==> config.mk <==
export PLATFORM = sky130hd
export DESIGN_NAME = lciu_irq
export DESIGN_NICKNAME = d
export VERILOG_FILES = /design/src/rtl/lciu_pkg.sv /design/src/rtl/lciu_irq.sv
export SDC_FILE = /design/constraint.sdc
export NUM_CORES = 1
export LEC_CHECK = 0
export BUFFER_PORTS_ARGS = -buffer_cell sky130_fd_sc_hd__buf_2
export CAP_MARGIN = 10
export CORE_ASPECT_RATIO = 0.5
export CORE_MARGIN = 2
export CORE_UTILIZATION = 40
export DETAILED_ROUTE_END_ITERATION = 8
export GPL_TIMING_DRIVEN = 0
export MAX_ROUTING_LAYER = met4
export PLACE_DENSITY = 0.71
export SLEW_MARGIN = 10
export SYNTH_ARGS = -nofsm -noshare
export SYNTH_HDL_FRONTEND = slang
export SYNTH_SLANG_ARGS = --single-unit
export TNS_END_PERCENT = 5
==> constraint.sdc <==
create_clock -name i_clk -period 1.55 [get_ports i_clk]
set_input_delay 0.31 -clock i_clk [delete_from_list [all_inputs] [get_ports i_clk]]
set_output_delay 0.31 -clock i_clk [all_outputs]
set_load 0.005 [all_outputs]
==> src/rtl/lciu_pkg.sv <==
// Constants shared by the line channel interrupt enable block.
package lciu_pkg;
  localparam int CHANNELS = 4;
  localparam int ADDR_W = 16;
  localparam int DATA_W = 8;
  // Channel n registers sit at PAGE, n, offset.
  localparam logic [7:0] PAGE = 8'h0F;
  localparam logic [3:0] OFS_ENABLE = 4'h4;
  localparam logic [3:0] OFS_COND = 4'h5;
  localparam logic [3:0] OFS_EVENT = 4'h6;
  // Field positions shared by the enable, condition and event registers.
  localparam int BIT_LINE_VIOL = 4;
  localparam int BIT_LOOP_CODE = 3;
  localparam int BIT_UNUSED = 2;
  localparam int BIT_SIGNAL_LOSS = 1;
  localparam int BIT_TEST_PATTERN = 0;
  localparam logic [7:0] FIELD_MASK = 8'h1B;
  localparam logic [7:0] ENABLE_RESET = 8'h00;
  localparam logic [7:0] EVENT_RESET = 8'h00;

  // Places the four source levels at their field positions.
  function automatic logic [7:0] lciu_place(input logic lv, input logic lc,
                                            input logic sl, input logic tp);
    logic [7:0] v;
    v = 8'h00;
    v[BIT_LINE_VIOL] = lv;
    v[BIT_LOOP_CODE] = lc;
    v[BIT_SIGNAL_LOSS] = sl;
    v[BIT_TEST_PATTERN] = tp;
    return v;
  endfunction : lciu_place
endpackage : lciu_pkg

==> src/rtl/lciu_irq.sv <==
// Per-channel line interface interrupt enables, event flags and request logic.
`timescale 1ns/1ps
module lciu_irq
  import lciu_pkg::*;
(
  input wire logic i_clk,
  input wire logic i_nrst,
  input wire logic i_ce,
  input wire logic [ADDR_W-1:0] i_addr,
  input wire logic [DATA_W-1:0] i_wdata,
  input wire logic i_wr,
  input wire logic i_rd,
  input wire logic [CHANNELS-1:0] i_line_viol,
  input wire logic [CHANNELS-1:0] i_loop_code_det,
  input wire logic [CHANNELS-1:0] i_signal_loss,
  input wire logic [CHANNELS-1:0] i_test_pattern_det,
  input wire logic [CHANNELS-1:0] i_liu_single_rail,
  input wire logic [CHANNELS-1:0] i_framer_single_rail,
  output logic [DATA_W-1:0] o_rdata,
  output logic [CHANNELS-1:0] o_chan_irq,
  output logic o_irq
);

  logic [7:0] en_r [CHANNELS];
  logic [7:0] en_nxt [CHANNELS];
  logic [7:0] prev_r [CHANNELS];
  logic [7:0] prev_nxt [CHANNELS];
  logic [7:0] evt_r [CHANNELS];
  logic [7:0] evt_nxt [CHANNELS];
  logic [7:0] cond_w [CHANNELS];
  logic [7:0] change_w [CHANNELS];
  logic [7:0] clear_w [CHANNELS];
  logic [CHANNELS-1:0] gate_w;
  logic [DATA_W-1:0] rdata_r;
  logic [DATA_W-1:0] rdata_nxt;

  // True when the address selects the given register of the given channel.
  function automatic logic reg_sel(input logic [ADDR_W-1:0] a, input int c,
                                   input logic [3:0] ofs);
    return (a[15:8] == PAGE) && (a[7:4] == 4'(c)) && (a[3:0] == ofs);
  endfunction : reg_sel

  // Condition levels, transitions and software clears for every channel.
  always_comb
  begin
    for (int c = 0; c < CHANNELS; c++)
    begin
      // Without single rail on both sides the detectors are meaningless.
      gate_w[c] = i_liu_single_rail[c] & i_framer_single_rail[c];
      cond_w[c] = lciu_place(i_line_viol[c], i_loop_code_det[c],
                             i_signal_loss[c], i_test_pattern_det[c]);
      // Both edges count, so declare and clear each raise an event.
      change_w[c] = (cond_w[c] ^ prev_r[c]) & {8{gate_w[c]}} & FIELD_MASK;
      clear_w[c] = (i_wr && reg_sel(i_addr, c, OFS_EVENT)) ? i_wdata : 8'h00;
    end
  end

  // Next register values; everything holds while the clock enable is low.
  always_comb
  begin
    for (int c = 0; c < CHANNELS; c++)
    begin
      en_nxt[c] = en_r[c];
      // History tracks even outside single rail, so re-entry raises no stale event.
      prev_nxt[c] = prev_r[c];
      evt_nxt[c] = evt_r[c];
      if (i_ce)
      begin
        if (i_wr && reg_sel(i_addr, c, OFS_ENABLE))
        begin
          en_nxt[c] = i_wdata & FIELD_MASK;
        end
        prev_nxt[c] = cond_w[c];
        // A set in the same cycle as its clear wins, so no event is lost.
        evt_nxt[c] = (evt_r[c] & ~clear_w[c]) | change_w[c];
      end
    end
  end

  // Read data stand for the cycle after the read strobe, and hold while the clock enable is low.
  always_comb
  begin
    rdata_nxt = rdata_r;
    if (i_ce)
    begin
      rdata_nxt = 8'h00;
      for (int c = 0; c < CHANNELS; c++)
      begin
        if (i_rd && reg_sel(i_addr, c, OFS_ENABLE))
        begin
          rdata_nxt = en_r[c];
        end
        if (i_rd && reg_sel(i_addr, c, OFS_COND))
        begin
          rdata_nxt = cond_w[c];
        end
        if (i_rd && reg_sel(i_addr, c, OFS_EVENT))
        begin
          rdata_nxt = evt_r[c];
        end
      end
    end
  end

  // State registers.
  // Levels are sampled only on enabled edges, so a pulse that starts and ends while
  // the clock enable is low is never seen; that is the price of a true freeze.
  always_ff @(posedge i_clk or negedge i_nrst)
  begin
    if (!i_nrst)
    begin
      for (int c = 0; c < CHANNELS; c++)
      begin
        en_r[c] <= ENABLE_RESET;
        prev_r[c] <= 8'h00;
        evt_r[c] <= EVENT_RESET;
      end
      rdata_r <= 8'h00;
    end
    else
    begin
      for (int c = 0; c < CHANNELS; c++)
      begin
        en_r[c] <= en_nxt[c];
        prev_r[c] <= prev_nxt[c];
        evt_r[c] <= evt_nxt[c];
      end
      rdata_r <= rdata_nxt;
    end
  end

  // Requests are level outputs, gated by the enables held as the mask.
  // Events are kept whatever the enable, so enabling later reports an old event;
  // software should clear the event register before it raises an enable.
  always_comb
  begin
    for (int c = 0; c < CHANNELS; c++)
    begin
      o_chan_irq[c] = |(evt_r[c] & en_r[c] & FIELD_MASK);
    end
  end
  assign o_irq = |o_chan_irq;
  assign o_rdata = rdata_r;

  // Checks per channel.
  // Transitions are judged against the stored history, not the sampled past,
  // because a low clock enable may skip edges in between.
  for (genvar g = 0; g < CHANNELS; g++)
  begin : g_chk
    // A write to the enable in the same cycle may drop the request, so it is excluded.
    a_line_viol_event: assert property (@(posedge i_clk) disable iff (!i_nrst)
      i_ce && change_w[g][BIT_LINE_VIOL] && en_r[g][BIT_LINE_VIOL]
      && !(i_wr && reg_sel(i_addr, g, OFS_ENABLE)) |=> o_chan_irq[g])
      else $error("Line violation event did not raise the request.");
    a_line_viol_masked: assert property (@(posedge i_clk) disable iff (!i_nrst)
      ((evt_r[g] & en_r[g]) == 8'h00) |-> !o_chan_irq[g])
      else $error("Request raised with no enabled event.");
    a_loop_code_fall: assert property (@(posedge i_clk) disable iff (!i_nrst)
      i_ce && gate_w[g] && prev_r[g][BIT_LOOP_CODE] && !i_loop_code_det[g]
      |=> evt_r[g][BIT_LOOP_CODE])
      else $error("Loop code loss did not set its event.");
    a_bit_two_inert: assert property (@(posedge i_clk) disable iff (!i_nrst)
      !en_r[g][BIT_UNUSED] && !evt_r[g][BIT_UNUSED])
      else $error("Unused bit holds state.");
    a_signal_loss_both: assert property (@(posedge i_clk) disable iff (!i_nrst)
      i_ce && gate_w[g] && (i_signal_loss[g] != prev_r[g][BIT_SIGNAL_LOSS])
      |=> evt_r[g][BIT_SIGNAL_LOSS])
      else $error("Signal loss transition missed.");
    a_test_pattern_rise: assert property (@(posedge i_clk) disable iff (!i_nrst)
      i_ce && gate_w[g] && !prev_r[g][BIT_TEST_PATTERN] && i_test_pattern_det[g]
      |=> evt_r[g][BIT_TEST_PATTERN])
      else $error("Test pattern detection missed.");
    a_enable_write: assert property (@(posedge i_clk) disable iff (!i_nrst)
      i_ce && i_wr && reg_sel(i_addr, g, OFS_ENABLE)
      |=> en_r[g] == ($past(i_wdata) & FIELD_MASK))
      else $error("Enable write not stored.");
    a_enable_read: assert property (@(posedge i_clk) disable iff (!i_nrst)
      i_ce && i_rd && reg_sel(i_addr, g, OFS_ENABLE) |=> o_rdata == $past(en_r[g]))
      else $error("Enable read back wrong.");
    // The condition register shows the live levels at their field positions.
    a_cond_read: assert property (@(posedge i_clk) disable iff (!i_nrst)
      i_ce && i_rd && reg_sel(i_addr, g, OFS_COND) |=> o_rdata == $past(cond_w[g]))
      else $error("Condition read back wrong.");
    a_rail_gate: assert property (@(posedge i_clk) disable iff (!i_nrst)
      i_ce && !gate_w[g] && clear_w[g] == 8'h00 |=> evt_r[g] == $past(evt_r[g]))
      else $error("Event set outside single rail mode.");
    a_set_wins: assert property (@(posedge i_clk) disable iff (!i_nrst)
      i_ce && (change_w[g] & clear_w[g]) != 8'h00
      |=> (evt_r[g] & $past(change_w[g])) == $past(change_w[g]))
      else $error("Clear beat a simultaneous event.");
    a_event_clear: assert property (@(posedge i_clk) disable iff (!i_nrst)
      i_ce && (clear_w[g] & ~change_w[g]) != 8'h00
      |=> (evt_r[g] & $past(clear_w[g] & ~change_w[g])) == 8'h00)
      else $error("Written one did not clear its event.");
    // Low clock enable must hold the enable and event registers of the channel.
    a_ce_freeze: assert property (@(posedge i_clk) disable iff (!i_nrst)
      !i_ce |=> en_r[g] == $past(en_r[g]) && evt_r[g] == $past(evt_r[g]))
      else $error("State moved while the clock enable was low.");
    c_event_cleared: cover property (@(posedge i_clk) disable iff (!i_nrst)
      o_chan_irq[g] ##[1:20] !o_chan_irq[g]);
  end

  a_irq_combine: assert property (@(posedge i_clk) disable iff (!i_nrst)
    o_irq == (o_chan_irq != '0))
    else $error("Combined request disagrees with channels.");
  // Read data fall back to zero one cycle after any enabled cycle without a read.
  a_rdata_idle: assert property (@(posedge i_clk) disable iff (!i_nrst)
    i_ce && !i_rd |=> o_rdata == 8'h00)
    else $error("Read data stood longer than one cycle.");
  // A frozen cycle hides a level change until the enable returns.
  c_frozen_change: cover property (@(posedge i_clk) disable iff (!i_nrst)
    !i_ce && change_w[3] != 8'h00);
  c_rail_blocked: cover property (@(posedge i_clk) disable iff (!i_nrst)
    !gate_w[3] && (cond_w[3] ^ prev_r[3]) != 8'h00);
  c_two_channels: cover property (@(posedge i_clk) disable iff (!i_nrst)
    o_chan_irq[0] && o_chan_irq[3]);
  c_enable_then_irq: cover property (@(posedge i_clk) disable iff (!i_nrst)
    (i_wr && i_addr == {PAGE, 4'h1, OFS_ENABLE}) ##[1:10] o_chan_irq[1]);
endmodule : lciu_irq

==> impl_results.md, run 1 <==
- Critical-path top delay cell: or4_1
- Post-place setup slack: -0.577 ns
- Starting DRT DRC Count: a little over 200
- Clock sink total: ~70
- Post-synth top area share: 0.486
- Crit path launch type: flop
- Pin count of the biggest net entering global routing: 65
- WP buf/inv: 1
- EDFF count, synth: 0
- Number of synthesized register bits: between 70 and 80
- Worst EP arrival: 1.66 ns
- CTS tree: done
- CTS Buffer Depth: 2
- Failing checks: DRC, setup timing
- Row cnt: 24
- Register area share after synthesis: 0.486
- Slew margin rel.: 0.565
- First-pass GRT wire length: between 15,000 and 20,000 um
- PortBufs: 64
- Total of max-cap violations: 0
- Worst EP required: ~1.2 ns
- Num CTS Buffers: 9
- Slew Viols, Final: 0
- Yosys cell types: 50
- Vias in the first global route: about 3,200
- Min Tclk post-route: between 1.5 and 2 ns
- Via count: 3,184
- RSZ-0062 raised after global routing: yes
- Fin crit share: 1.27
- Final total power: 0.00469 W
- Least-Margin Pin Slew: 0.652 ns
- Critical path type: reg2out
- Cells after Synth: between 300 and 400
- Final ANT Viol Nets: 0
- Number of antenna violations at the first check in global routing: 0
- Die area: 0.0101 sq mm
- HP Class: in2reg
- Clk pin slew, worst setup/hold paths: ~0.050 ns
- Largest stage delay, worst path: between 0.4 and 0.5 ns
- Hold violation total from the final report: 0
- Leakage power: 2.09 nW
- CTS Root Cell: clkbuf_16
- Biggest area consumer among synthesized cells: dfrtp_1
- Share of cells above drive strength 1: 0.392
- Area post-placement: 0.00423 sq mm
- Dpl hpwl: 7700 um
- RePlAce Congestion: a little under 1
- Vias/cell: 5.76
- Gr ovfl total: 0
- Power per Cell Area: roughly 980 mW/mm^2
- Antenna Diode Count: 0
- CP cell instances: a22oi_1 > nand2_1 > or4_1 > buf_2
- Starting Density: 0.418
- Clk Latency, worst-skew pair: 0.34 ns
- Die height: about 72 um
- Max FO, Critical Path: 2
- Design area: between 0.004 and 0.005 sq mm
- Die span in x: 140 um
- Total core area: 0.00886 sq mm
- Num ports: 66
- Endpoints failing setup: 11
- Total Nets Final: 485
- Fmax: roughly 0.5 GHz
- Status: finished, violations left
- Htree depth: 3
- Synthesis-to-finish area growth: 28.8%
- YS warnings: 0
- # fillers: roughly 770
- Post-Syn Nets: 397
- Final worst clock skew: between 0.005 and 0.006 ns
- Residual DRC: 5
- Worst setup EP type: primary output
- Post-DR wirelength/cell: a little under 20 um
- Syn avg cell area: 10.8 sq um
- Setup ws final: -0.425 ns
- Total routed wirelength: about 11,000 um
- Placed cell count: 526
- GR Util All Layers: 0.236
- Peak supply drop: approximately 0.56 mV
- Post-synthesis cell area: around 0.0037 sq mm
- Main synth FF type: dfrtp_1
- Async set-reset flop share out of synthesis: 1.00
- Pre-antenna DRT Iters: 8
- Crit-path leading delay family: simple AND/OR/NAND/NOR gates
- Finished Layout Cells: 553
- Area contributors post-synth: dfrtp_1 (49%), mux2_2 (11%), o21ai_0 (5.1%), xnor2_1 (3.8%), o21a_1 (3.2%)
[worst paths after layout]
| check | startpoint | cells past startpoint | to | slack (ns) |
|---|---|---|---|---|
| hold / removal | i_line_viol[0] | 2 | prev_r[28] | 0.24 |
| hold reg to reg | evt_r[5] | 1 | evt_r[5] | 0.48 |
| min in group asynchronous | i_nrst | 2 | prev_r[20] | 0.34 |
| setup / recovery | evt_r[17] | 4 | o_irq | -0.42 |
| max in group asynchronous | i_nrst | 3 | o_rdata[7] | 0.69 |
| setup reg to reg | en_r[1] | 6 | o_rdata[1] | 0.16 |
[synthesized netlist by cell type, drive strengths merged, types with 5 or more instances]
| cell | count |
|---|---|
| clkbuf | 8 |
| a2bb2oi | 6 |
| nand2 | 20 |
| o21a | 16 |
| nor2b | 5 |
| buf | 7 |
| dfrtp | 72 |
| nand3 | 13 |
| nand2b | 5 |
| xnor2 | 16 |
| mux2 | 37 |
| o21ai | 38 |
| a22oi | 12 |
| nor2 | 24 |
[repair_timing]
action,4_1_cts,5_1_grt
endpoints found under the setup margin,53,51
cloned,0,0
endpoints found under the hold margin,8,0
resized for setup,14,26
pin swaps,7,7
setup buffers,12,0
hold buffers,1,0
[routing by layer]
layer	vias up	track usage	wire [um]
met4	0	0.0864	275
met5	-	-	0
met2	140	0.361	4860
met1	1548	0.294	4650
li1	1468	-	-
met3	28	0.0845	978
[cell type report]
cell class,instances,area (sq um),area share
Sequential cell,72,1800,0.378
Clock buffer,12,267,0.0559
Multi-Input combinational cell,254,1970,0.413
Tap cell,117,146,0.0307
Timing Repair Buffer,77,460,0.0965
Clock inverter,3,40.0,0.00839
Buffer,15,73.8,0.0155
Inverter,3,11.3,0.00236
[flip-flops by register name, indices dropped and copies added, names as in the netlist]
name	flops
evt_r	32
prev_r	16
en_r	16
o_rdata	8
[power breakdown]
part	internal, W	switching (W)
Combinational	0.000242	0.000295
Sequential	0.00197	0.0000657
Clock	0.00136	0.000756
Total	0.00357	0.00112
[cell usage in the layout (no fill, tap or decap), types with 16 or more instances in the layout]
master / instances
xnor2_1: 16
dfrtp_1: 72
nand2_1: 18
buf_2: 66
o21ai_0: 36
nor2_1: 21
o21a_1: 16
mux2_2: 36
[per-stage QoR]
step / hold WS [ns] / util / setup TNS (ns)
final: 0.239 / 0.539 / -2.87
after global routing: 0.244 / 0.539 / -4.29
after CTS: 0.239 / 0.528 / -2.70
after detailed placement: 0.150 / 0.478 / -28.67
after global placement: 0.463 / 0.474 / -45.04
after floorplan: 0.0144 / - / -1.87
[logic make-up (layout without fill, tap and decap cells)]
| group | count (synthesis) | in the layout | synth area share |
|---|---|---|---|
| AO/OA/AOI/OAI | 100 | 100 | 0.183 |
| XOR/XNOR | 16 | 16 | 0.0378 |
| buffers and inverters | 18 | 110 | 0.0196 |
| flip-flops | 72 | 72 | 0.486 |
| multiplexers | 40 | 40 | 0.121 |
| AND/OR/NAND/NOR | 98 | 98 | 0.152 |
(Power assumes the default switching activity.)
==> run 2: changes to the inputs <==
Settings changed: GPL_ROUTABILITY_DRIVEN set to 0, RECOVER_POWER set to 25.
==> run 2 against run 1 <==
The run still ends with DRC, setup timing left; clock power increased by 6%; hold slack worse by 0.0018 ns; setup slack got worse by 0.0095 ns; core utilization grew 0.11 points; wire length is 0.20% lower; die area unchanged; global-route usage fell by 0.55 points; clock skew grew 0.0011 ns; non-clock buffer count up 2; count of clock-buffer cells in the layout unchanged; critical path type unchanged; largest power group unchanged.
==> impl_results.md, run 2 (synthesized netlist as in run 1, its figures left out) <==
- Fin crit share: 1.28
- Share of cells above drive strength 1: 0.384
- Worst EP arrival: ~1.7 ns
- Num CTS Buffers: 9
- CTS tree: done
- Total of max-cap violations: 0
- Row cnt: 24
- Total Nets Final: 487
- Sequential Area: about 0.0018 sq mm
- Setup ws final: -0.435 ns
- Final worst clock skew: around 0.0063 ns
- Vias in the first global route: around 3,100
- Htree depth: 3
- Vias/cell: 5.85
- Die height: about 72 um
- Largest stage delay, worst path: ~0.52 ns
- HP Class: in2reg
- Post-DR wirelength/cell: 19.4 um
- Final ANT Viol Nets: 0
- Net Sw Power: between 0.001 and 0.0015 W
- Die span in x: about 140 um
- Multi-input gate area: about 0.0020 sq mm
- Worst setup EP type: primary output
- Final total power: 0.00481 W
- Dpl hpwl: around 7700 um
- Status: finished, violations left
- Pin count of the biggest net entering global routing: 39
- Flop pwr share: 0.423
- Pre-antenna DRT Iters: 9
- Min Tclk post-route: 1.98 ns
- Reg2reg setup slack: around 0.08 ns
- Power share of the clock group: 0.467
- Leakage power: 2.09 nW
- Worst EP required: roughly 1.2 ns
- CTS Buffer Depth: 2
- Synthesis-to-finish area growth: 29.1%
- Die area: 0.0101 sq mm
- Endpoints failing setup: 15
- Top reg by flops: evt_r
- Minimum hold slack: between 0.2 and 0.25 ns
- Num ports: between 60 and 70
- Starting Density: 0.418
- Least-Margin Pin Slew: slightly below 1 ns
- CTS Root Cell: clkbuf_16
- Fmax: between 0.5 and 0.6 GHz
- Failing checks: DRC, setup timing
- CP cell instances: a22oi_1 > nand2_1 > or4_1 > buf_2
- RSZ-0062 raised after global routing: yes
- # fillers: 774
- Clk Latency, worst-skew pair: 0.34 ns
- Total core area: 0.00886 sq mm
- PortBufs: between 60 and 70
- Gr ovfl total: 0
- Via count: roughly 3,200
- Largest register FFs: 32
- GR Util All Layers: 0.231
- Hold violation total from the final report: 0
- Antenna Diode Count: 0
- Starting DRT DRC Count: between 200 and 300
- Max FO, Critical Path: 3
- Power per Cell Area: 1010 mW/mm^2
- Top flop regs: evt_r (32), en_r (16), prev_r (16)
- First-pass GRT wire length: 16,800 um
- Residual DRC: 5
- Total routed wirelength: 10,700 um
- P_int: roughly 0.0037 W
- Clk pin slew, worst setup/hold paths: approximately 0.060 ns
- Slew Viols, Final: 0
- Clock sink total: 72
- Most common cell after layout, fill and taps aside: dfrtp_1
- Combinational Power Share: 0.110
- Critical path type: reg2out
- Critical-path top delay cell: or4_1
- Crit path launch type: flop
- Peak supply drop: approximately 0.56 mV
- Switching share of power: 0.234
- Commonest cells after routing, fill and taps aside: dfrtp_1 (72), buf_2 (66), o21ai_0 (38), mux2_2 (35), nor2_1 (22)
- Slew margin rel.: 0.344
- Number of antenna violations at the first check in global routing: 0
## run 2: worst max-delay path: cells and delay by family (launching register included)
family	cells	cell delay, ns
and+or+nand+nor	2	0.61
DFF	1	0.40
buffers and inverters	1	0.14
AOI/OAI and AO/OA	1	0.18
## run 2: repair_timing
action / CTS / global route
pin swaps: 7 / 14
buffers inserted: 11 / 5
endpoints found under the hold margin: 37 / 0
hold buffers: 1 / 0
resized for setup: 11 / 19
setup endpoints to repair: 49 / 60
## run 2: layout make-up
type,count,share of cell area
plain buffers,15,0.0141
clock buffers,12,0.0537
clock inverters,3,0.0136
inverters,3,0.00236
multi-input cells,254,0.412
flip-flops and latches,72,0.377
well taps,117,0.0306
repair buffers,79,0.0971
## run 2: metal layers
| layer | wire [um] | global-route usage | vias up |
|---|---|---|---|
| li1 | - | - | 1470 |
| met1 | 4670 | 0.301 | 1601 |
| met2 | 4840 | 0.353 | 151 |
| met3 | 1030 | 0.0746 | 23 |
| met4 | 203 | 0.0617 | 0 |
| met5 | 0 | - | - |
## run 2: path summary, 6_finish.rpt
| check | from | end | cells past startpoint |
|---|---|---|---|
| max reg2reg | en_r[17] | o_rdata[1] | 6 |
| max | en_r[19] | o_irq | 4 |
| min | i_line_viol[0] | prev_r[28] | 2 |
| min in group asynchronous | i_nrst | prev_r[20] | 2 |
| min reg2reg | evt_r[5] | evt_r[5] | 1 |
| max in group asynchronous | i_nrst | o_rdata[2] | 3 |
## run 2: per-stage QoR
step	area [sq um]	TNS [ns]	cells	utilization	setup WS, ns
floorplan	3740	-1.87	344	-	-0.219
global placement	4200	-45.39	525	0.474	-0.647
detailed placement	4230	-29.13	526	0.477	-0.637
CTS	4670	-2.60	553	0.527	-0.430
global route	4780	-5.52	555	0.540	-0.479
finish	4780	-2.03	555	0.540	-0.435
## run 2: power groups by stage
stage                     Combinational, W  Clock, W  Sequential, W
after global routing              0.000579   0.00234        0.00204
after detailed placement          0.000496         0        0.00206
after global placement            0.000481         0        0.00206
final                             0.000529   0.00225        0.00204
after floorplan                   0.000269         0        0.00205
after CTS                         0.000517   0.00228        0.00203
